**src/verilog/pmbc_defs.vh**
```
// Constants for the power-mode and boot control block: register offsets,
// field positions, reset values and timing counts.
// Assumes inclusion by bare name from the design file.
`ifndef PMBC_DEFS_VH
`define PMBC_DEFS_VH
// ****************************************
// Register byte offsets
// ****************************************
`define PMBC_CTRL_OFF 12'h000
`define PMBC_STAT_OFF 12'h004
`define PMBC_EVMASK_OFF 12'h008
`define PMBC_EVRISE_OFF 12'h00c
`define PMBC_EVFALL_OFF 12'h010
`define PMBC_EVPEND_OFF 12'h014
// ****************************************
// Control register fields
// ****************************************
`define PMBC_CTRL_DET_EN 0
`define PMBC_CTRL_DET_FALL 1
`define PMBC_CTRL_DET_RISE 2
`define PMBC_CTRL_STOP_LP 3
`define PMBC_CTRL_DEEP 4
`define PMBC_CTRL_RESET 32'h0000_0000
// ****************************************
// Status register fields
// ****************************************
`define PMBC_STAT_BOOT_LO 0
`define PMBC_STAT_BOOT_HI 1
`define PMBC_STAT_DET_OUT 2
`define PMBC_STAT_DET_FLAG 3
`define PMBC_STAT_STATE_LO 4
`define PMBC_STAT_STATE_HI 8
// ****************************************
// Boot selections
// ****************************************
`define PMBC_BOOT_FLASH 2'b00
`define PMBC_BOOT_SYSMEM 2'b01
`define PMBC_BOOT_SRAM 2'b10
// ****************************************
// Regulator modes
// ****************************************
`define PMBC_REG_MAIN 2'b00
`define PMBC_REG_LOWPWR 2'b01
`define PMBC_REG_OFF 2'b10
// ****************************************
// Timing: oscillator settle wait on Stop wakeup
// ****************************************
`define PMBC_OSC_SETTLE_NS 2000
`define PMBC_CLK_PERIOD_NS 25
`define PMBC_OSC_SETTLE_CYC ((`PMBC_OSC_SETTLE_NS + `PMBC_CLK_PERIOD_NS - 1) / `PMBC_CLK_PERIOD_NS)
`endif

```
**src/verilog/pmbc_power_mode_and_boot_control.v**
```verilog
// Power-mode and boot control: boot pin capture, supply reset hold, voltage
// detector events, regulator mode, Sleep/Stop/Standby sequencing, event lines.
// Assumes an AHB-Lite master, a core giving sleep requests, and analog
// comparator levels synchronous to hclk.
// Operation
// RULE_01 - Boot pins sampled at startup select flash, system memory or SRAM.
// RULE_02 - Supply reset is always active; no setting can disable it.
// RULE_03 - Internal reset held while supply is below the reset threshold.
// RULE_04 - Detector interrupt on falling, rising or both threshold crossings.
// RULE_05 - Voltage detector inactive until software enables it.
// RULE_06 - Regulator: main in Run, low-power in Stop, off in Standby.
// RULE_07 - Regulator enabled in normal mode after any reset.
// RULE_08 - Sleep halts only the processor clock; peripherals keep running.
// RULE_09 - Any peripheral interrupt or event wakes from Sleep.
// RULE_10 - Stop gates core clocks and disables PLL and both fast oscillators.
// RULE_11 - Stop keeps SRAM and register contents.
// RULE_12 - Stop uses main or low-power regulator per software setting.
// RULE_13 - Any external event line wakes from Stop.
// RULE_14 - Standby switches regulator, PLL and fast oscillators off.
// RULE_15 - Standby loses core contents except backup and standby circuitry.
// RULE_16 - Standby exits only on reset pin, watchdog reset, wake pin, alarm.
// RULE_17 - Low-power modes never stop calendar, watchdog or their clocks.
// RULE_18 - Each event line has own edge selection and mask.
// RULE_19 - Core requests low power with entry and Stop/Standby selection.
// RULE_20 - Stop wakeup re-enables oscillator and main regulator before clock.
//
// The AHB-Lite slave port and the register addresses were decided locally.
`timescale 1ns/1ps
`include "pmbc_defs.vh"
`default_nettype none
module pmbc_power_mode_and_boot_control #(
  parameter NLINES = 16,
  parameter SETTLE_CYC = `PMBC_OSC_SETTLE_CYC
) (
  input wire hclk,
  input wire hresetn,
  input wire hsel,
  input wire [11:0] haddr,
  input wire [1:0] htrans,
  input wire hwrite,
  input wire [2:0] hsize,
  input wire [31:0] hwdata,
  input wire hready,
  output reg [31:0] hrdata,
  output wire hreadyout,
  output wire hresp,
  input wire [1:0] boot_pins,
  output reg [1:0] boot_select,
  input wire supply_below_reset_thr,
  input wire external_reset_pin_n,
  input wire independent_watchdog_rst,
  input wire wakeup_pin,
  input wire calendar_alarm,
  input wire usb_wakeup,
  input wire supply_below_det_thr,
  output reg programmable_voltage_detector_irq,
  input wire [NLINES-1:0] external_event_lines,
  input wire periph_irq,
  input wire sleep_entry,
  input wire sleep_deep,
  output wire system_reset_n,
  output reg cpu_clk_en,
  output reg core_clk_en,
  output reg pll_en,
  output reg internal_high_speed_osc_en,
  output reg external_high_speed_osc_en,
  output reg [1:0] regulator_mode,
  output reg core_retain,
  output wire backup_clk_en,
  output reg wake_irq
);
  // ****************************************
  // States
  // ****************************************
  localparam [4:0] ST_RUN = 5'b00001;
  localparam [4:0] ST_SLEEP = 5'b00010;
  localparam [4:0] ST_STOP = 5'b00100;
  localparam [4:0] ST_WAKE = 5'b01000;
  localparam [4:0] ST_STBY = 5'b10000;
  reg [4:0] state_reg;
  reg [15:0] settle_reg;
  reg [31:0] ctrl_reg;
  reg [NLINES-1:0] mask_reg;
  reg [NLINES-1:0] rise_reg;
  reg [NLINES-1:0] fall_reg;
  reg [NLINES+2:0] pend_reg;
  reg [NLINES-1:0] lines_q_reg;
  reg det_q_reg;
  reg det_flag_reg;
  reg wkpin_q_reg;
  reg boot_taken_reg;
  reg stby_rst_reg;
  reg ph_wr_reg;
  reg ph_rd_reg;
  reg [11:0] ph_addr_reg;
  // ****************************************
  // Supply reset
  // ****************************************
  // RULE_02 no enable term
  // RULE_03 reset follows supply level
  // RULE_15 Standby exit runs a full core reset
  assign system_reset_n = hresetn & ~supply_below_reset_thr & ~stby_rst_reg;
  // RULE_17 backup clocks never gated
  assign backup_clk_en = 1'b1;
  assign hreadyout = 1'b1;
  assign hresp = 1'b0;
  // ****************************************
  // Event detection
  // ****************************************
  wire det_on = ctrl_reg[`PMBC_CTRL_DET_EN];
  wire det_rise = det_on & det_q_reg & ~supply_below_det_thr;
  wire det_fall = det_on & ~det_q_reg & supply_below_det_thr;
  // RULE_04 edge selection on detector
  wire det_evt = (det_fall & ctrl_reg[`PMBC_CTRL_DET_FALL]) |
    (det_rise & ctrl_reg[`PMBC_CTRL_DET_RISE]);
  // RULE_18 per-line edge and mask
  wire [NLINES-1:0] line_evt = mask_reg &
    ((rise_reg & external_event_lines & ~lines_q_reg) |
    (fall_reg & ~external_event_lines & lines_q_reg));
  wire [NLINES+2:0] new_evt = {usb_wakeup, calendar_alarm, det_evt, line_evt};
  wire wk_rise = wakeup_pin & ~wkpin_q_reg;
  // ****************************************
  // Bus address phase capture
  // ****************************************
  wire ph_go = hsel & hready & htrans[1];
  wire wr_ctrl = ph_wr_reg & (ph_addr_reg == `PMBC_CTRL_OFF);
  wire wr_mask = ph_wr_reg & (ph_addr_reg == `PMBC_EVMASK_OFF);
  wire wr_rise = ph_wr_reg & (ph_addr_reg == `PMBC_EVRISE_OFF);
  wire wr_fall = ph_wr_reg & (ph_addr_reg == `PMBC_EVFALL_OFF);
  wire wr_pend = ph_wr_reg & (ph_addr_reg == `PMBC_EVPEND_OFF);
  wire wr_stat = ph_wr_reg & (ph_addr_reg == `PMBC_STAT_OFF);
  // Pipelined address phase
  always @(posedge hclk or negedge hresetn)
  begin
    if (!hresetn)
    begin
      ph_wr_reg <= 1'b0;
      ph_rd_reg <= 1'b0;
      ph_addr_reg <= 12'h000;
    end
    else
    begin
      ph_wr_reg <= ph_go & hwrite;
      ph_rd_reg <= ph_go & ~hwrite;
      ph_addr_reg <= {haddr[11:2], 2'b00};
    end
  end
  // Read data, registered at the address phase so it stands in data phase
  always @(posedge hclk or negedge hresetn)
  begin
    if (!hresetn)
      hrdata <= 32'h0000_0000;
    else if (ph_go & ~hwrite)
    begin
      case ({haddr[11:2], 2'b00})
        `PMBC_CTRL_OFF: hrdata <= ctrl_reg;
        `PMBC_STAT_OFF: hrdata <= {23'h000000, state_reg, det_flag_reg,
          supply_below_det_thr & det_on, boot_select};
        `PMBC_EVMASK_OFF: hrdata <= {{(32-NLINES){1'b0}}, mask_reg};
        `PMBC_EVRISE_OFF: hrdata <= {{(32-NLINES){1'b0}}, rise_reg};
        `PMBC_EVFALL_OFF: hrdata <= {{(32-NLINES){1'b0}}, fall_reg};
        `PMBC_EVPEND_OFF: hrdata <= {{(29-NLINES){1'b0}}, pend_reg};
        default: hrdata <= 32'h0000_0000;
      endcase
    end
  end
  // ****************************************
  // Software registers
  // ****************************************
  // RULE_05 detector off at reset
  always @(posedge hclk or negedge hresetn)
  begin
    if (!hresetn)
    begin
      ctrl_reg <= `PMBC_CTRL_RESET;
      mask_reg <= {NLINES{1'b0}};
      rise_reg <= {NLINES{1'b0}};
      fall_reg <= {NLINES{1'b0}};
    end
    else if (stby_rst_reg)
    begin
      ctrl_reg <= `PMBC_CTRL_RESET;
      mask_reg <= {NLINES{1'b0}};
      rise_reg <= {NLINES{1'b0}};
      fall_reg <= {NLINES{1'b0}};
    end
    else
    begin
      if (wr_ctrl)
        ctrl_reg <= {27'h0000000, hwdata[4:0]};
      if (wr_mask)
        mask_reg <= hwdata[NLINES-1:0];
      if (wr_rise)
        rise_reg <= hwdata[NLINES-1:0];
      if (wr_fall)
        fall_reg <= hwdata[NLINES-1:0];
    end
  end
  // Sticky flags; a new event beats a write-one clear
  always @(posedge hclk or negedge hresetn)
  begin
    if (!hresetn)
    begin
      pend_reg <= {(NLINES+3){1'b0}};
      det_flag_reg <= 1'b0;
      lines_q_reg <= {NLINES{1'b0}};
      det_q_reg <= 1'b0;
      wkpin_q_reg <= 1'b0;
      programmable_voltage_detector_irq <= 1'b0;
    end
    else
    begin
      pend_reg <= (pend_reg & ~(wr_pend ? hwdata[NLINES+2:0] : {(NLINES+3){1'b0}}))
        | new_evt;
      det_flag_reg <= (det_flag_reg & ~(wr_stat & hwdata[`PMBC_STAT_DET_FLAG])) | det_evt;
      lines_q_reg <= external_event_lines;
      det_q_reg <= supply_below_det_thr;
      wkpin_q_reg <= wakeup_pin;
      // RULE_04 interrupt while flag stands
      programmable_voltage_detector_irq <= det_flag_reg | det_evt;
    end
  end
  // ****************************************
  // Boot capture
  // ****************************************
  // RULE_01 capture once after reset release and again on Standby exit
  always @(posedge hclk or negedge hresetn)
  begin
    if (!hresetn)
    begin
      boot_taken_reg <= 1'b0;
      boot_select <= `PMBC_BOOT_FLASH;
    end
    else if (!boot_taken_reg || stby_rst_reg)
    begin
      boot_taken_reg <= ~stby_rst_reg;
      case (boot_pins)
        2'b01: boot_select <= `PMBC_BOOT_SYSMEM;
        2'b11: boot_select <= `PMBC_BOOT_SRAM;
        default: boot_select <= `PMBC_BOOT_FLASH;
      endcase
    end
  end
  // ****************************************
  // Power mode sequencer
  // ****************************************
  // RULE_19 request from the core
  wire want_stby = sleep_entry & sleep_deep & ctrl_reg[`PMBC_CTRL_DEEP];
  wire want_stop = sleep_entry & sleep_deep & ~ctrl_reg[`PMBC_CTRL_DEEP];
  // RULE_16 standby exit sources
  wire stby_exit = ~external_reset_pin_n | independent_watchdog_rst | wk_rise |
    calendar_alarm;
  // RULE_13 any unmasked event line with its edge selected wakes Stop
  wire stop_wake = |new_evt;
  always @(posedge hclk or negedge hresetn)
  begin
    if (!hresetn)
    begin
      state_reg <= ST_RUN;
      settle_reg <= 16'h0000;
      stby_rst_reg <= 1'b0;
      wake_irq <= 1'b0;
    end
    else
    begin
      stby_rst_reg <= 1'b0;
      wake_irq <= 1'b0;
      case (state_reg)
        ST_RUN:
        begin
          if (want_stby)
            state_reg <= ST_STBY;
          else if (want_stop)
            state_reg <= ST_STOP;
          else if (sleep_entry)
            state_reg <= ST_SLEEP;
        end
        ST_SLEEP:
        begin
          // RULE_09 any interrupt or event
          if (periph_irq | stop_wake)
          begin
            state_reg <= ST_RUN;
            wake_irq <= 1'b1;
          end
        end
        ST_STOP:
        begin
          if (stop_wake)
          begin
            state_reg <= ST_WAKE;
            settle_reg <= SETTLE_CYC[15:0];
          end
        end
        ST_WAKE:
        begin
          // RULE_20 settle before clock release
          if (settle_reg <= 16'h0001)
          begin
            state_reg <= ST_RUN;
            wake_irq <= 1'b1;
          end
          else
            settle_reg <= settle_reg - 16'h0001;
        end
        ST_STBY:
        begin
          if (stby_exit)
          begin
            state_reg <= ST_RUN;
            stby_rst_reg <= 1'b1;
          end
        end
        default: state_reg <= ST_RUN;
      endcase
    end
  end
  // ****************************************
  // Clock and regulator outputs
  // ****************************************
  // Registered from state so outputs never glitch
  always @(posedge hclk or negedge hresetn)
  begin
    if (!hresetn)
    begin
      cpu_clk_en <= 1'b1;
      core_clk_en <= 1'b1;
      pll_en <= 1'b1;
      internal_high_speed_osc_en <= 1'b1;
      external_high_speed_osc_en <= 1'b1;
      // RULE_07 main regulator after reset
      regulator_mode <= `PMBC_REG_MAIN;
      core_retain <= 1'b1;
    end
    else
    begin
      // RULE_08 only cpu clock off in Sleep
      cpu_clk_en <= (state_reg == ST_RUN);
      // RULE_10 core clocks and oscillators off in Stop
      // RULE_14 and in Standby
      core_clk_en <= (state_reg == ST_RUN) | (state_reg == ST_SLEEP);
      pll_en <= (state_reg == ST_RUN) | (state_reg == ST_SLEEP);
      internal_high_speed_osc_en <= ~((state_reg == ST_STOP) | (state_reg == ST_STBY));
      external_high_speed_osc_en <= (state_reg == ST_RUN) | (state_reg == ST_SLEEP);
      // RULE_06 regulator per mode
      // RULE_12 low-power regulator only if selected
      if (state_reg == ST_STBY)
        regulator_mode <= `PMBC_REG_OFF;
      else if ((state_reg == ST_STOP) & ctrl_reg[`PMBC_CTRL_STOP_LP])
        regulator_mode <= `PMBC_REG_LOWPWR;
      else
        regulator_mode <= `PMBC_REG_MAIN;
      // RULE_11 retention in Stop
      // RULE_15 lost in Standby
      core_retain <= (state_reg != ST_STBY);
    end
  end
endmodule // pmbc_power_mode_and_boot_control
`default_nettype wire

```
**config.mk**
```make
export PLATFORM = sky130hd
export DESIGN_NAME = pmbc_power_mode_and_boot_control
export DESIGN_NICKNAME = d
export VERILOG_FILES = /design/src/verilog/pmbc_power_mode_and_boot_control.v
export VERILOG_INCLUDE_DIRS = /design/src /design/src/verilog
export SDC_FILE = /design/constraint.sdc
export NUM_CORES = 1
export LEC_CHECK = 0
export ABC_AREA = 0
export BUFFER_PORTS_ARGS = -buffer_cell sky130_fd_sc_hd__clkbuf_2
export CAP_MARGIN = 20
export CORE_ASPECT_RATIO = 0.5
export CORE_MARGIN = 2
export CORE_UTILIZATION = 45
export CTS_BUF_LIST = sky130_fd_sc_hd__clkbuf_8
export CTS_CLUSTER_DIAMETER = 50
export CTS_CLUSTER_SIZE = 28
export DETAILED_ROUTE_END_ITERATION = 6
export PLACE_DENSITY = 0.67
export RECOVER_POWER = 50
export SLEW_MARGIN = 20
export SYNTH_ARGS = -nofsm -noshare
export SYNTH_HDL_FRONTEND = slang
export SYNTH_SLANG_ARGS = --single-unit
```
**constraint.sdc**
```tcl
create_clock -name hclk -period 2.7 [get_ports hclk]
set_clock_uncertainty 0.1 [all_clocks]
set_input_delay 0.27 -clock hclk [delete_from_list [all_inputs] [get_ports hclk]]
set_output_delay 0.27 -clock hclk [all_outputs]
set_load 0.01 [all_outputs]
```
==> impl_results.html, run 1 <==
<table>
<tr><th>Metric</th><th>Value</th></tr>
<tr><th colspan="2">Timing</th></tr>
<tr><td>Highest Clock Rate</td><td>0.388 GHz</td></tr>
<tr><td>Hold violation total from the final report</td><td>0</td></tr>
<tr><td>Minimum clock period after layout</td><td>2.58 ns</td></tr>
<tr><td>Total of endpoints with negative setup slack in the final report</td><td>0</td></tr>
<tr><td>Slew HR</td><td>-0.142%</td></tr>
<tr><td>Fraction of the cycle the final worst path needs</td><td>a little over nine tenths</td></tr>
<tr><td>Actual transition at the worst max-transition pin</td><td>1.50 ns</td></tr>
<tr><td>Fin. max-slew vios</td><td>31</td></tr>
<tr><th colspan="2">Route</th></tr>
<tr><td>Avg Vias per Cell</td><td>around 5.5</td></tr>
<tr><td>Post-detailed-routing wire length</td><td>between 15000 and 20000 um</td></tr>
<tr><td>Post-detailed-route DRC marker count</td><td>0</td></tr>
<tr><td>Via Count</td><td>around 5600</td></tr>
<tr><td>Number of iterations in the first detailed-routing pass</td><td>5</td></tr>
<tr><td>Number of nets with antenna violations after routing</td><td>0</td></tr>
<tr><td>Number of DRC markers after the initial detailed-route iteration</td><td>around 330</td></tr>
<tr><td>Avg WL per Cell</td><td>between 15 and 20 um</td></tr>
<tr><th colspan="2">Yosys</th></tr>
<tr><td>Number of synthesis warnings</td><td>0</td></tr>
<tr><td>Seq/Total Area, Yosys</td><td>around 55%</td></tr>
<tr><td>Ys async rst share</td><td>100%</td></tr>
<tr><td>Instance count of the mapped netlist</td><td>648</td></tr>
<tr><td>Area share of the leading cell type in the synthesized netlist</td><td>52.8%</td></tr>
<tr><td>Number of distinct library cells after synthesis</td><td>between 60 and 70</td></tr>
<tr><td>Number of register bits inferred by synthesis</td><td>between 150 and 200</td></tr>
<tr><td>Area contributors post-synth</td><td>sky130_fd_sc_hd__dfrtp_1 (53%), sky130_fd_sc_hd__mux2i_1 (8.9%), sky130_fd_sc_hd__nor2_1 (3.9%)</td></tr>
<tr><td>Cell area after technology mapping</td><td>roughly 0.0071 sq mm</td></tr>
<tr><td>Mean Syn Cell Area</td><td>approximately 11 sq um</td></tr>
<tr><td>Post-synth EDFFs</td><td>0</td></tr>
<tr><td>Cell type with the highest aggregate area in the netlist</td><td>sky130_fd_sc_hd__dfrtp_1</td></tr>
<tr><td>Leading register cell type out of synthesis</td><td>sky130_fd_sc_hd__dfrtp_1</td></tr>
<tr><th colspan="2">Layout</th></tr>
<tr><td>Number of filler cells placed in the layout</td><td>around 1300</td></tr>
<tr><td>Post-layout instance count excluding filler cells</td><td>1021</td></tr>
<tr><td>Commonest non-fill, non-tap cell in the layout</td><td>sky130_fd_sc_hd__dfrtp_1</td></tr>
<tr><td>Area taken by flip-flops and latches</td><td>roughly 0.0039 sq mm</td></tr>
<tr><td>Area taken by multi-input logic gates</td><td>just over 0.003 sq mm</td></tr>
<tr><td>Commonest non-fill, non-tap cells in the layout</td><td>sky130_fd_sc_hd__dfrtp_1 (148), sky130_fd_sc_hd__nor2_1 (71), sky130_fd_sc_hd__clkbuf_2 (70)</td></tr>
<tr><td>Share of final-layout standard cells stronger than drive strength 1</td><td>between 20% and 30%</td></tr>
<tr><td>Synth-to-layout area growth</td><td>24.0%</td></tr>
<tr><td>Antenna Diode Count</td><td>0</td></tr>
<tr><td>Post-layout instance area</td><td>between 0.008 and 0.009 sq mm</td></tr>
<tr><td>NumNets Final</td><td>roughly 890</td></tr>
<tr><th colspan="2">Worst setup path</th></tr>
<tr><td>Critical setup path kind</td><td>reg2reg</td></tr>
<tr><td>Critical Path RT</td><td>about 2.9 ns</td></tr>
<tr><td>Max Fanout on Critical Path</td><td>4</td></tr>
<tr><td>Count of cells along the worst register-to-register path</td><td>7</td></tr>
<tr><td>Endpoint class of the critical path</td><td>flip-flop</td></tr>
<tr><td>Data arrival time at the worst-slack endpoint</td><td>about 2.8 ns</td></tr>
<tr><td>Nature of the critical path startpoint</td><td>flip-flop</td></tr>
<tr><th colspan="2">CTS</th></tr>
<tr><td>Clock sink total</td><td>approximately 150</td></tr>
<tr><td>Clock transition at path regs</td><td>roughly 0.09 ns</td></tr>
<tr><td>Clock Path Buffers</td><td>2</td></tr>
<tr><td>Clock tree from TritonCTS</td><td>built</td></tr>
<tr><td>Root Driver</td><td>sky130_fd_sc_hd__clkbuf_8</td></tr>
<tr><td>Latest clock arrival within the worst-skew pair</td><td>0.45 ns</td></tr>
<tr><td>TritonCTS Buffers</td><td>17</td></tr>
<tr><td>CTS H-Tree Depth</td><td>4</td></tr>
<tr><th colspan="2">Placement</th></tr>
<tr><td>Routability Congestion</td><td>around 0.85</td></tr>
<tr><td>Placed standard-cell area</td><td>approximately 0.0079 sq mm</td></tr>
<tr><td>Port Buf Inserts</td><td>94</td></tr>
<tr><td>Number of placed instances, taps included</td><td>~950</td></tr>
<tr><td>HPWL after detailed placement</td><td>around 12000 um</td></tr>
<tr><th colspan="2">Floorplan</th></tr>
<tr><td>Chip width</td><td>approximately 180 um</td></tr>
<tr><td>Total Die Area</td><td>about 0.017 sq mm</td></tr>
<tr><td>Die Span Y</td><td>just over 90 um</td></tr>
<tr><td>Area inside the core boundary</td><td>0.0154 sq mm</td></tr>
<tr><td>Initial Utilization</td><td>between 40 and 50%</td></tr>
<tr><td>IO Count</td><td>130</td></tr>
<tr><td>Number of core rows</td><td>32</td></tr>
<tr><th colspan="2">GRT</th></tr>
<tr><td>Number of global-route vias before repair</td><td>5597</td></tr>
<tr><td>Number of antenna violations at the first check in global routing</td><td>0</td></tr>
<tr><td>Overflow left after global routing</td><td>0</td></tr>
<tr><td>Aggregate global-route resource usage</td><td>approximately 22%</td></tr>
<tr><td>Largest net degree at the start of global routing</td><td>around 100</td></tr>
<tr><td>Wire length of the first global-routing pass</td><td>a little under 30000 um</td></tr>
<tr><th colspan="2">Hold path</th></tr>
<tr><td>Cell depth of the worst min-delay path</td><td>3</td></tr>
<tr><td>Hold Path Class</td><td>in2reg</td></tr>
<tr><th colspan="2">Status</th></tr>
<tr><td>Status</td><td>finished, violations left</td></tr>
<tr><td>Violations in the final reports</td><td>max-capacitance violations, max-slew violations</td></tr>
<tr><th colspan="2">Pwr</th></tr>
<tr><td>IR drop worst, VDD</td><td>0.000347 V</td></tr>
<tr><td>Leakage power total</td><td>0.00443 uW</td></tr>
<tr><td>Total power divided by cell area</td><td>~590 mW/mm^2</td></tr>
<tr><th colspan="2">Job</th></tr>
<tr><td>Number of max-cap violations</td><td>1</td></tr>
</table>
[timing repair]
action                     in CTS  in global routing
setup endpoints to repair       0                 25
hold endpoints to repair      177                  0
setup buffers                   0                  2
hold buffers                   39                  0
resized for setup               0                 19
[synth_stat cells (all sizes together) (2+ instances only)]
cell	number
a222oi	4
nor4	8
or3	11
buf	28
nor2	73
mux2	8
mux2i	63
conb	2
dfstp	5
nand4b	28
a22oi	7
and3b	4
nor3b	4
a211oi	7
nor4b	2
o22ai	3
nor2b	5
or2	4
and2	2
inv	6
o31ai	4
a21oi	13
nand3	10
nand2b	6
a221oi	11
nand3b	6
clkbuf	20
a21boi	2
dfrtp	149
or3b	2
nand2	63
a21o	25
ha	2
nor3	3
or4	8
o21ai	32
[report_power, final]
| group | internal [uW] | switching (uW) |
|---|---|---|
| Combinational | 278 | 374 |
| Clock | 1080 | 885 |
| Sequential | 2440 | 113 |
| Total | 3800 | 1370 |
[path summary, 6_finish.rpt]
kind	startpoint	end	slack [ns]
max	ctrl_reg[1]	settle_reg[4]	0.12
min	hwdata[14]	rise_reg[14]	0.02
max reg2reg	ctrl_reg[1]	settle_reg[4]	0.12
min reg2reg	hrdata[12]	hrdata[12]	0.38
max in group asynchronous	hresetn	boot_select[1]	0.42
min in group asynchronous	hresetn	settle_reg[15]	0.45
[per-stage QoR]
stage / TNS (ns) / utilization, % / hold WS [ns] / total power, uW / setup WS, ns
finish: 0 / 57.0 / 0.0208 / 5170 / 0.122
global route: -0.0313 / 57.0 / 0.0106 / 5400 / -0.0154
CTS: 0 / 56.9 / 0.00786 / 5190 / 0.00243
detailed placement: 0 / 51.4 / 0.0286 / 3200 / 0.0942
global placement: 0 / 51.4 / 0.0253 / 3180 / 0.135
floorplan: 0 / - / -0.126 / 2960 / 0.283
[logic make-up (layout without fill, tap and decap cells)]
group / count (synthesis) / count (layout) / synth area share [%]
adder cells (fa/ha/maj): 2 / 2 / 0.354
buffers and inverters: 54 / 209 / 4.02
multiplexers: 71 / 71 / 10.2
flip-flops: 154 / 154 / 54.6
AO/OA/AOI/OAI: 122 / 122 / 12.1
AND/OR/NAND/NOR: 241 / 241 / 18.4
other: 2 / 16 / 0.106
XOR/XNOR: 2 / 2 / 0.248
[layer usage]
metal  share of wire [%]  global-route usage (%)
met5                   0                       0
met4                0.94                    5.62
met3                 6.5                    5.62
met2                  46                    36.3
met1                  46                    30.3
[worst max-delay path: stages (launching register included)]
cell,delay [ns]
sky130_fd_sc_hd__dfrtp_1,0.42
sky130_fd_sc_hd__and3b_1,0.18
sky130_fd_sc_hd__o21a_1,0.21
sky130_fd_sc_hd__a2111o_1,0.44
sky130_fd_sc_hd__or4_4,0.49
sky130_fd_sc_hd__o21ai_4,0.20
sky130_fd_sc_hd__nor3_1,0.06
sky130_fd_sc_hd__or3b_1,0.35
[area by class of cell]
class / instances / area share (%)
Clock buffer: 20 / 3.14
Inverter: 6 / 0.257
Sequential cell: 154 / 44.1
Clock inverter: 12 / 1.96
Tap cell: 204 / 2.91
Timing Repair Buffer: 171 / 13.1
Multi-Input combinational cell: 454 / 34.6
(Power assumes the default switching activity.)
==> run 2, diff against run 1 <==
--- a/config.mk
+++ b/config.mk
@@ -11,12 +11,11 @@
 export CAP_MARGIN = 20
 export CORE_ASPECT_RATIO = 0.5
 export CORE_MARGIN = 2
-export CORE_UTILIZATION = 45
+export CORE_UTILIZATION = 40
 export CTS_BUF_LIST = sky130_fd_sc_hd__clkbuf_8
 export CTS_CLUSTER_DIAMETER = 50
 export CTS_CLUSTER_SIZE = 28
 export DETAILED_ROUTE_END_ITERATION = 6
-export PLACE_DENSITY = 0.67
 export RECOVER_POWER = 50
 export SLEW_MARGIN = 20
 export SYNTH_ARGS = -nofsm -noshare
==> constraint.sdc (replaced) <==
create_clock -name hclk -period 2.7 [get_ports hclk]
set_clock_uncertainty 0.1 [all_clocks]
set_input_delay 0.135 -clock hclk [delete_from_list [all_inputs] [get_ports hclk]]
set_output_delay 0.135 -clock hclk [all_outputs]
set_load 0.01 [all_outputs]
==> run 2 against run 1 <==
Against the previous run:
- die area rose by 12%
- combinational power rose by 2%
- the run still ends with max-capacitance violations, max-slew violations left
- clock-buffer cell count fell by 3
- largest cell class unchanged
- final cell count rose by 4.5%
- via count rose by 1.8%
- highest routed layer unchanged
- critical endpoint unchanged
- hold slack improved by 0.015 ns
- critical path type is now in2reg
==> impl_results.html, run 2 (same netlist as run 1, synthesis figures left out) <==
<table>
<tr><th>Metric</th><th>Value</th></tr>
<tr><th colspan="2">Floorplan</th></tr>
<tr><td>Initial Utilization</td><td>between 40% and 50%</td></tr>
<tr><td>IO Count</td><td>130</td></tr>
<tr><td>Die Span Y</td><td>between 90 and 100 um</td></tr>
<tr><td>Area inside the core boundary</td><td>0.0173 sq mm</td></tr>
<tr><td>Chip width</td><td>between 150 and 200 um</td></tr>
<tr><td>Total Die Area</td><td>roughly 0.019 sq mm</td></tr>
<tr><td>Number of core rows</td><td>34</td></tr>
<tr><th colspan="2">Layout</th></tr>
<tr><td>NumNets Final</td><td>approximately 900</td></tr>
<tr><td>Post-layout instance count excluding filler cells</td><td>between 1000 and 1500</td></tr>
<tr><td>Post-layout instance area</td><td>approximately 0.009 sq mm</td></tr>
<tr><td>Commonest non-fill, non-tap cells in the layout</td><td>sky130_fd_sc_hd__dfrtp_1 (149), sky130_fd_sc_hd__nor2_1 (72), sky130_fd_sc_hd__mux2i_1 (63)</td></tr>
<tr><td>Antenna Diode Count</td><td>0</td></tr>
<tr><td>Synth-to-layout area growth</td><td>25.0%</td></tr>
<tr><td>Share of final-layout standard cells stronger than drive strength 1</td><td>17.0%</td></tr>
<tr><td>Commonest non-fill, non-tap cell in the layout</td><td>sky130_fd_sc_hd__dfrtp_1</td></tr>
<tr><th colspan="2">Route</th></tr>
<tr><td>Post-detailed-route DRC marker count</td><td>0</td></tr>
<tr><td>Via Count</td><td>~5700</td></tr>
<tr><td>Post-detailed-routing wire length</td><td>roughly 18000 um</td></tr>
<tr><td>Number of nets with antenna violations after routing</td><td>0</td></tr>
<tr><td>Avg Vias per Cell</td><td>around 5.3</td></tr>
<tr><td>Number of iterations in the first detailed-routing pass</td><td>7</td></tr>
<tr><td>Number of DRC markers after the initial detailed-route iteration</td><td>400</td></tr>
<tr><td>Avg WL per Cell</td><td>about 17 um</td></tr>
<tr><th colspan="2">CTS</th></tr>
<tr><td>TritonCTS Buffers</td><td>17</td></tr>
<tr><td>Clock tree from TritonCTS</td><td>built</td></tr>
<tr><td>Latest clock arrival within the worst-skew pair</td><td>between 0.4 and 0.5 ns</td></tr>
<tr><td>CTS H-Tree Depth</td><td>4</td></tr>
<tr><td>Clock sink total</td><td>154</td></tr>
<tr><td>Clock transition at path regs</td><td>approximately 0.090 ns</td></tr>
<tr><td>Clock Path Buffers</td><td>2</td></tr>
<tr><td>Root Driver</td><td>sky130_fd_sc_hd__clkbuf_8</td></tr>
<tr><th colspan="2">Worst setup path</th></tr>
<tr><td>Critical setup path kind</td><td>in2reg</td></tr>
<tr><td>Critical Path RT</td><td>around 2.9 ns</td></tr>
<tr><td>Max Fanout on Critical Path</td><td>4</td></tr>
<tr><td>Nature of the critical path startpoint</td><td>input port</td></tr>
<tr><td>Startpoint of the worst-slack reg-to-reg timing path</td><td>ctrl_reg[2]</td></tr>
<tr><td>Endpoint class of the critical path</td><td>flip-flop</td></tr>
<tr><td>Crit path from</td><td>supply_below_det_thr</td></tr>
<tr><td>Data arrival time at the worst-slack endpoint</td><td>around 2.8 ns</td></tr>
<tr><td>Critical R2R Capture</td><td>settle_reg[4]</td></tr>
<tr><td>Setup slack of the worst register-to-register path</td><td>0.14 ns</td></tr>
<tr><td>Capturing element of the worst setup path</td><td>settle_reg[4]</td></tr>
<tr><td>Count of cells along the worst register-to-register path</td><td>7</td></tr>
<tr><th colspan="2">Timing</th></tr>
<tr><td>Hold violation total from the final report</td><td>0</td></tr>
<tr><td>Worst hold margin</td><td>approximately 0.036 ns</td></tr>
<tr><td>Highest Clock Rate</td><td>between 0.3 and 0.4 GHz</td></tr>
<tr><td>Fraction of the cycle the final worst path needs</td><td>just under 100%</td></tr>
<tr><td>Slew HR</td><td>-8.82%</td></tr>
<tr><td>Minimum clock period after layout</td><td>2.60 ns</td></tr>
<tr><td>Final TNS setup</td><td>0 ns</td></tr>
<tr><td>RSZ-0062 raised after global routing</td><td>no</td></tr>
<tr><td>Fin. max-slew vios</td><td>between 100 and 150</td></tr>
<tr><td>Actual transition at the worst max-transition pin</td><td>1.63 ns</td></tr>
<tr><td>Total of endpoints with negative setup slack in the final report</td><td>0</td></tr>
<tr><th colspan="2">Placement</th></tr>
<tr><td>Number of placed instances, taps included</td><td>975</td></tr>
<tr><td>Routability Congestion</td><td>around 0.81</td></tr>
<tr><td>HPWL after detailed placement</td><td>12300 um</td></tr>
<tr><td>Port Buf Inserts</td><td>between 90 and 100</td></tr>
<tr><td>Placed standard-cell area</td><td>roughly 0.0079 sq mm</td></tr>
<tr><th colspan="2">Pwr</th></tr>
<tr><td>Leakage power total</td><td>~0.0044 uW</td></tr>
<tr><td>Total power divided by cell area</td><td>between 500 and 600 mW/mm^2</td></tr>
<tr><td>IR drop worst, VDD</td><td>around 0.00032 V</td></tr>
<tr><th colspan="2">GRT</th></tr>
<tr><td>Largest net degree at the start of global routing</td><td>~120</td></tr>
<tr><td>Wire length of the first global-routing pass</td><td>between 30000 and 40000 um</td></tr>
<tr><td>Number of global-route vias before repair</td><td>about 5700</td></tr>
<tr><td>Aggregate global-route resource usage</td><td>between 20% and 30%</td></tr>
<tr><td>Number of antenna violations at the first check in global routing</td><td>0</td></tr>
<tr><td>Overflow left after global routing</td><td>0</td></tr>
<tr><th colspan="2">Status</th></tr>
<tr><td>Status</td><td>finished, violations left</td></tr>
<tr><td>Violations in the final reports</td><td>max-capacitance violations, max-slew violations</td></tr>
<tr><th colspan="2">Hold path</th></tr>
<tr><td>Hold Path Class</td><td>in2async</td></tr>
<tr><th colspan="2">Job</th></tr>
<tr><td>Number of max-cap violations</td><td>2</td></tr>
</table>
## run 2: worst min-delay path by stage
stage / startpoint / to / slack (ns) / cells past startpoint
2_1_floorplan: hresetn / boot_select[0] / -0.26 / 0
3_3_place_gp: hresetn / wake_irq / -0.03 / 1
3_5_place_dp: hresetn / regulator_mode[1] / -0.03 / 1
4_1_cts: hresetn / settle_reg[5] / 0.03 / 2
5_1_grt: hresetn / settle_reg[5] / 0.05 / 2
6_report: hresetn / wake_irq / 0.04 / 2
## run 2: cell type report
class | count | area (sq um)
clock buffers | 17 | 234
inverters | 6 | 22.5
repair buffers | 187 | 1270
clock inverters | 15 | 148
fillers | 1639 | 8480
flip-flops and latches | 154 | 3860
well taps | 234 | 293
multi-input cells | 454 | 3000
## run 2: power breakdown
| group | internal, uW | switching, uW | leakage [uW] |
|---|---|---|---|
| logic | 287 | 379 | 0.00214 |
| registers | 2440 | 111 | 0.00203 |
| clock network | 763 | 998 | 0.000200 |
| total | 3490 | 1490 | 0.00438 |
## run 2: metal layers
| metal | up-vias | routed length, um | global-route usage (%) |
|---|---|---|---|
| li1 | 2668 | - | - |
| met3 | 18 | 780 | 4.35 |
| met4 | 0 | 191 | 4.50 |
| met2 | 120 | 8670 | 33.2 |
| met5 | - | 0 | 0 |
| met1 | 2895 | 8830 | 29.4 |
## run 2: critical path: stages
cell and delay (ns):
sky130_fd_sc_hd__dlygate4sd3_1 0.55, sky130_fd_sc_hd__clkbuf_1 0.17, sky130_fd_sc_hd__and3b_1 0.21, sky130_fd_sc_hd__o21a_1 0.23, sky130_fd_sc_hd__a2111o_1 0.38, sky130_fd_sc_hd__or4_4 0.55, sky130_fd_sc_hd__o21ai_2 0.19, sky130_fd_sc_hd__nor3_1 0.07
sky130_fd_sc_hd__or3b_1 0.35
## run 2: repair_timing
item / 4_1_cts / 5_1_grt
hold buffers: 59 / 0
buffers inserted: 0 / 1
hold endpoints to repair: 154 / 0
resized for setup: 1 / 6
endpoints found under the setup margin: 1 / 10
gates cloned: 0 / 0
## run 2: through the flow
step                util [%]  worst slack [ns]  total power [uW]
global placement        45.6             0.147              3170
floorplan                  -             0.283              2960
finish                  51.0             0.104              4980
CTS                     51.2            0.0680              5040
global route            51.0           0.00138              5240
detailed placement      45.6            0.0825              3190
==> run 3, diff against run 2 <==
--- a/config.mk
+++ b/config.mk
@@ -9,7 +9,7 @@
 export ABC_AREA = 0
 export BUFFER_PORTS_ARGS = -buffer_cell sky130_fd_sc_hd__clkbuf_2
 export CAP_MARGIN = 20
-export CORE_ASPECT_RATIO = 0.5
+export CORE_ASPECT_RATIO = 1.75
 export CORE_MARGIN = 2
 export CORE_UTILIZATION = 40
 export CTS_BUF_LIST = sky130_fd_sc_hd__clkbuf_8
@@ -17,6 +17,7 @@
 export CTS_CLUSTER_SIZE = 28
 export DETAILED_ROUTE_END_ITERATION = 6
 export RECOVER_POWER = 50
+export REMOVE_ABC_BUFFERS = 1
 export SLEW_MARGIN = 20
 export SYNTH_ARGS = -nofsm -noshare
 export SYNTH_HDL_FRONTEND = slang
==> run 3 against run 2 <==
Against the previous run:
- the run still ends with max-capacitance violations, max-slew violations left
- critical path depth down 2
- final cell count down 0.19%
- via count up 1.2%
- wire length up 3.8%
- register-to-register slack worse by 0.02 ns
- first-iteration DRC count down 8.8%
- clock power down 7%
- clock-buffer cell count up 1
- worst setup slack better by 0.013 ns
- utilization down 0.10 points
- hold slack better by 0.0044 ns
- critical endpoint is now settle_reg[8]
- largest cell class unchanged
==> impl_results.html, run 3 (same netlist as run 1, synthesis figures left out) <==
<table>
<tr><th>Metric</th><th>Value</th></tr>
<tr><th colspan="2">Layout</th></tr>
<tr><td>Synth-to-layout area growth</td><td>25.2%</td></tr>
<tr><td>Commonest non-fill, non-tap cells in the layout</td><td>sky130_fd_sc_hd__dfrtp_1 (149), sky130_fd_sc_hd__nor2_1 (72), sky130_fd_sc_hd__mux2i_1 (63)</td></tr>
<tr><td>Share of final-layout standard cells stronger than drive strength 1</td><td>approximately 18%</td></tr>
<tr><td>Commonest non-fill, non-tap cell in the layout</td><td>sky130_fd_sc_hd__dfrtp_1</td></tr>
<tr><td>Post-layout instance area</td><td>slightly below 0.009 sq mm</td></tr>
<tr><td>NumNets Final</td><td>between 900 and 1000</td></tr>
<tr><td>Post-layout instance count excluding filler cells</td><td>roughly 1100</td></tr>
<tr><td>Antenna Diode Count</td><td>0</td></tr>
<tr><td>Number of filler cells placed in the layout</td><td>about 1600</td></tr>
<tr><th colspan="2">Worst setup path</th></tr>
<tr><td>Max Fanout on Critical Path</td><td>7</td></tr>
<tr><td>Startpoint of the worst-slack reg-to-reg timing path</td><td>state_reg[4]</td></tr>
<tr><td>Data arrival time at the worst-slack endpoint</td><td>2.89 ns</td></tr>
<tr><td>Max incr delay on CP</td><td>roughly 0.6 ns</td></tr>
<tr><td>Crit path from</td><td>state_reg[4]</td></tr>
<tr><td>Cells along the critical path</td><td>or3_1 &gt; or3b_1 &gt; nand2_2 &gt; o21ai_4 &gt; buf_4 &gt; or4_2 &gt; a21oi_1</td></tr>
<tr><td>Kind of cell adding the most delay to the critical path</td><td>simple AND/OR/NAND/NOR gates</td></tr>
<tr><td>Max stage delay cell, worst path</td><td>sky130_fd_sc_hd__or4_2</td></tr>
<tr><td>Nature of the critical path startpoint</td><td>flip-flop</td></tr>
<tr><td>Endpoint class of the critical path</td><td>flip-flop</td></tr>
<tr><td>Critical Path RT</td><td>3.00 ns</td></tr>
<tr><td>Worst Path Buf+Inv</td><td>1</td></tr>
<tr><td>Critical setup path kind</td><td>reg2reg</td></tr>
<tr><th colspan="2">Timing</th></tr>
<tr><td>Actual transition at the worst max-transition pin</td><td>roughly 1.7 ns</td></tr>
<tr><td>Total of endpoints with negative setup slack in the final report</td><td>0</td></tr>
<tr><td>Slew HR</td><td>-15.3%</td></tr>
<tr><td>Fraction of the cycle the final worst path needs</td><td>between 90% and 100%</td></tr>
<tr><td>Hold violation total from the final report</td><td>0</td></tr>
<tr><td>Fin. max-slew vios</td><td>around 110</td></tr>
<tr><td>Worst hold margin</td><td>0.0403 ns</td></tr>
<tr><td>Highest Clock Rate</td><td>0.387 GHz</td></tr>
<tr><td>Minimum clock period after layout</td><td>about 2.6 ns</td></tr>
<tr><td>RSZ-0062 raised after global routing</td><td>no</td></tr>
<tr><th colspan="2">Pwr</th></tr>
<tr><td>Leakage power total</td><td>between 0.004 and 0.005 uW</td></tr>
<tr><td>Total power divided by cell area</td><td>551 mW/mm^2</td></tr>
<tr><td>IR drop worst, VDD</td><td>approximately 0.00032 V</td></tr>
<tr><td>Cell Int Power</td><td>between 3000 and 4000 uW</td></tr>
<tr><td>Proportion of power drawn by flip-flops and latches</td><td>52.5%</td></tr>
<tr><td>Combinational fraction of design power</td><td>approximately 14%</td></tr>
<tr><td>Post-layout total power</td><td>between 4000 and 5000 uW</td></tr>
<tr><td>Share of power burned in the clock network</td><td>roughly a third</td></tr>
<tr><td>Net switching component of the power</td><td>approximately 1500 uW</td></tr>
<tr><td>Switching Fraction</td><td>between 20 and 30%</td></tr>
<tr><th colspan="2">GRT</th></tr>
<tr><td>Aggregate global-route resource usage</td><td>between 20% and 30%</td></tr>
<tr><td>Number of antenna violations at the first check in global routing</td><td>0</td></tr>
<tr><td>Wire length of the first global-routing pass</td><td>between 30000 and 40000 um</td></tr>
<tr><td>Number of global-route vias before repair</td><td>around 6000</td></tr>
<tr><td>Overflow left after global routing</td><td>0</td></tr>
<tr><td>Largest net degree at the start of global routing</td><td>78</td></tr>
<tr><th colspan="2">CTS</th></tr>
<tr><td>Latest clock arrival within the worst-skew pair</td><td>around 0.47 ns</td></tr>
<tr><td>CTS H-Tree Depth</td><td>4</td></tr>
<tr><td>Clock sink total</td><td>154</td></tr>
<tr><td>Clock transition at path regs</td><td>approximately 0.10 ns</td></tr>
<tr><td>Root Driver</td><td>sky130_fd_sc_hd__clkbuf_8</td></tr>
<tr><td>TritonCTS Buffers</td><td>17</td></tr>
<tr><td>Clock Path Buffers</td><td>2</td></tr>
<tr><td>Clock tree from TritonCTS</td><td>built</td></tr>
<tr><th colspan="2">Floorplan</th></tr>
<tr><td>Total Die Area</td><td>0.0188 sq mm</td></tr>
<tr><td>IO Count</td><td>130</td></tr>
<tr><td>Die Span Y</td><td>between 150 and 200 um</td></tr>
<tr><td>Number of core rows</td><td>64</td></tr>
<tr><td>Initial Utilization</td><td>approximately two fifths</td></tr>
<tr><td>Chip width</td><td>between 100 and 150 um</td></tr>
<tr><td>Area inside the core boundary</td><td>between 0.015 and 0.02 sq mm</td></tr>
<tr><th colspan="2">Route</th></tr>
<tr><td>Number of iterations in the first detailed-routing pass</td><td>6</td></tr>
<tr><td>Via Count</td><td>roughly 5800</td></tr>
<tr><td>Post-detailed-route DRC marker count</td><td>0</td></tr>
<tr><td>Number of DRC markers after the initial detailed-route iteration</td><td>365</td></tr>
<tr><td>Avg Vias per Cell</td><td>5.42</td></tr>
<tr><td>Avg WL per Cell</td><td>~18 um</td></tr>
<tr><td>Post-detailed-routing wire length</td><td>approximately 19000 um</td></tr>
<tr><td>Number of nets with antenna violations after routing</td><td>0</td></tr>
<tr><th colspan="2">Status</th></tr>
<tr><td>Status</td><td>finished, violations left</td></tr>
<tr><td>Violations in the final reports</td><td>max-capacitance violations, max-slew violations</td></tr>
<tr><th colspan="2">Job</th></tr>
<tr><td>Number of max-cap violations</td><td>2</td></tr>
<tr><th colspan="2">Placement</th></tr>
<tr><td>Placed standard-cell area</td><td>0.00791 sq mm</td></tr>
<tr><td>HPWL after detailed placement</td><td>13500 um</td></tr>
<tr><td>Routability Congestion</td><td>about 0.83</td></tr>
<tr><td>Number of placed instances, taps included</td><td>a little under 1000</td></tr>
<tr><td>Port Buf Inserts</td><td>94</td></tr>
<tr><th colspan="2">Hold path</th></tr>
<tr><td>Hold Path Class</td><td>in2async</td></tr>
</table>
==> run 3: changes by cell type in the layout (fill, tap and decap cells not counted), moves of 2 or more <==
cell                         before  now
sky130_fd_sc_hd__inv_6           10    6
sky130_fd_sc_hd__nor4_2           2    4
sky130_fd_sc_hd__nor4_1           6    4
sky130_fd_sc_hd__clkinvlp_4       0    2
sky130_fd_sc_hd__clkbuf_1        51   45
sky130_fd_sc_hd__clkbuf_2        43   50
==> run 3: path summary, 6_finish.rpt <==
check	slack [ns]	to	cells past startpoint
max reg2reg	0.12	settle_reg[8]	7
max	0.12	settle_reg[8]	7
min reg2reg	0.38	hrdata[11]	1
min in group hclk	0.04	state_reg[4]	4
min	0.04	rise_reg[14]	2
max in group asynchronous	0.44	stby_rst_reg	3
==> run 3: worst register-to-register path, delay by kind of cell (launching register included) <==
family	cells	cell delay, ns
buf+inv	1	0.15
compound gates	2	0.26
flops	1	0.42
simple gates	4	1.61
==> run 3: layout make-up <==
class / instances / area, sq um / area share [%]
sequential: 154 / 3860 / 43.6
multi-input combinational: 454 / 3020 / 34.2
timing repair buffer: 188 / 1290 / 14.6
tap: 231 / 289 / 3.27
clock buffer: 18 / 248 / 2.80
clock inverter: 14 / 111 / 1.26
inverter: 6 / 22.5 / 0.255
==> run 3: repair_timing <==
| item | in CTS | in global routing |
|---|---|---|
| buffers inserted | 0 | 2 |
| hold buffers | 59 | 0 |
| endpoints found under the hold margin | 218 | 0 |
| resized for setup | 1 | 9 |
| setup endpoints to repair | 6 | 11 |
| pin swaps | 0 | 2 |
==> run 3: power groups by stage <==
stage | registers (uW) | clock network, uW | logic, uW
floorplan | 2590 | 0 | 317
global placement | 2590 | 0 | 592
detailed placement | 2600 | 0 | 604
CTS | 2550 | 1680 | 675
global route | 2580 | 1780 | 758
finish | 2560 | 1640 | 676
==> run 3: metal layers <==
layer	GRT usage (%)	wire length [um]	share of wire, %
met5	0	0	0
met1	23.9	7500	39
met2	37.5	10300	54
met3	3.30	807	4.2
met4	9.95	602	3.1
==> run 3: stage by stage <==
stage	TNS (ns)	utilization (%)	setup WS [ns]
6_report	0	50.9	0.117
5_1_grt	0	50.9	0.0104
4_1_cts	0	51.0	0.00245
3_5_place_dp	-0.612	45.5	-0.113
3_3_place_gp	-0.397	45.5	-0.0917
2_1_floorplan	0	-	0.0997
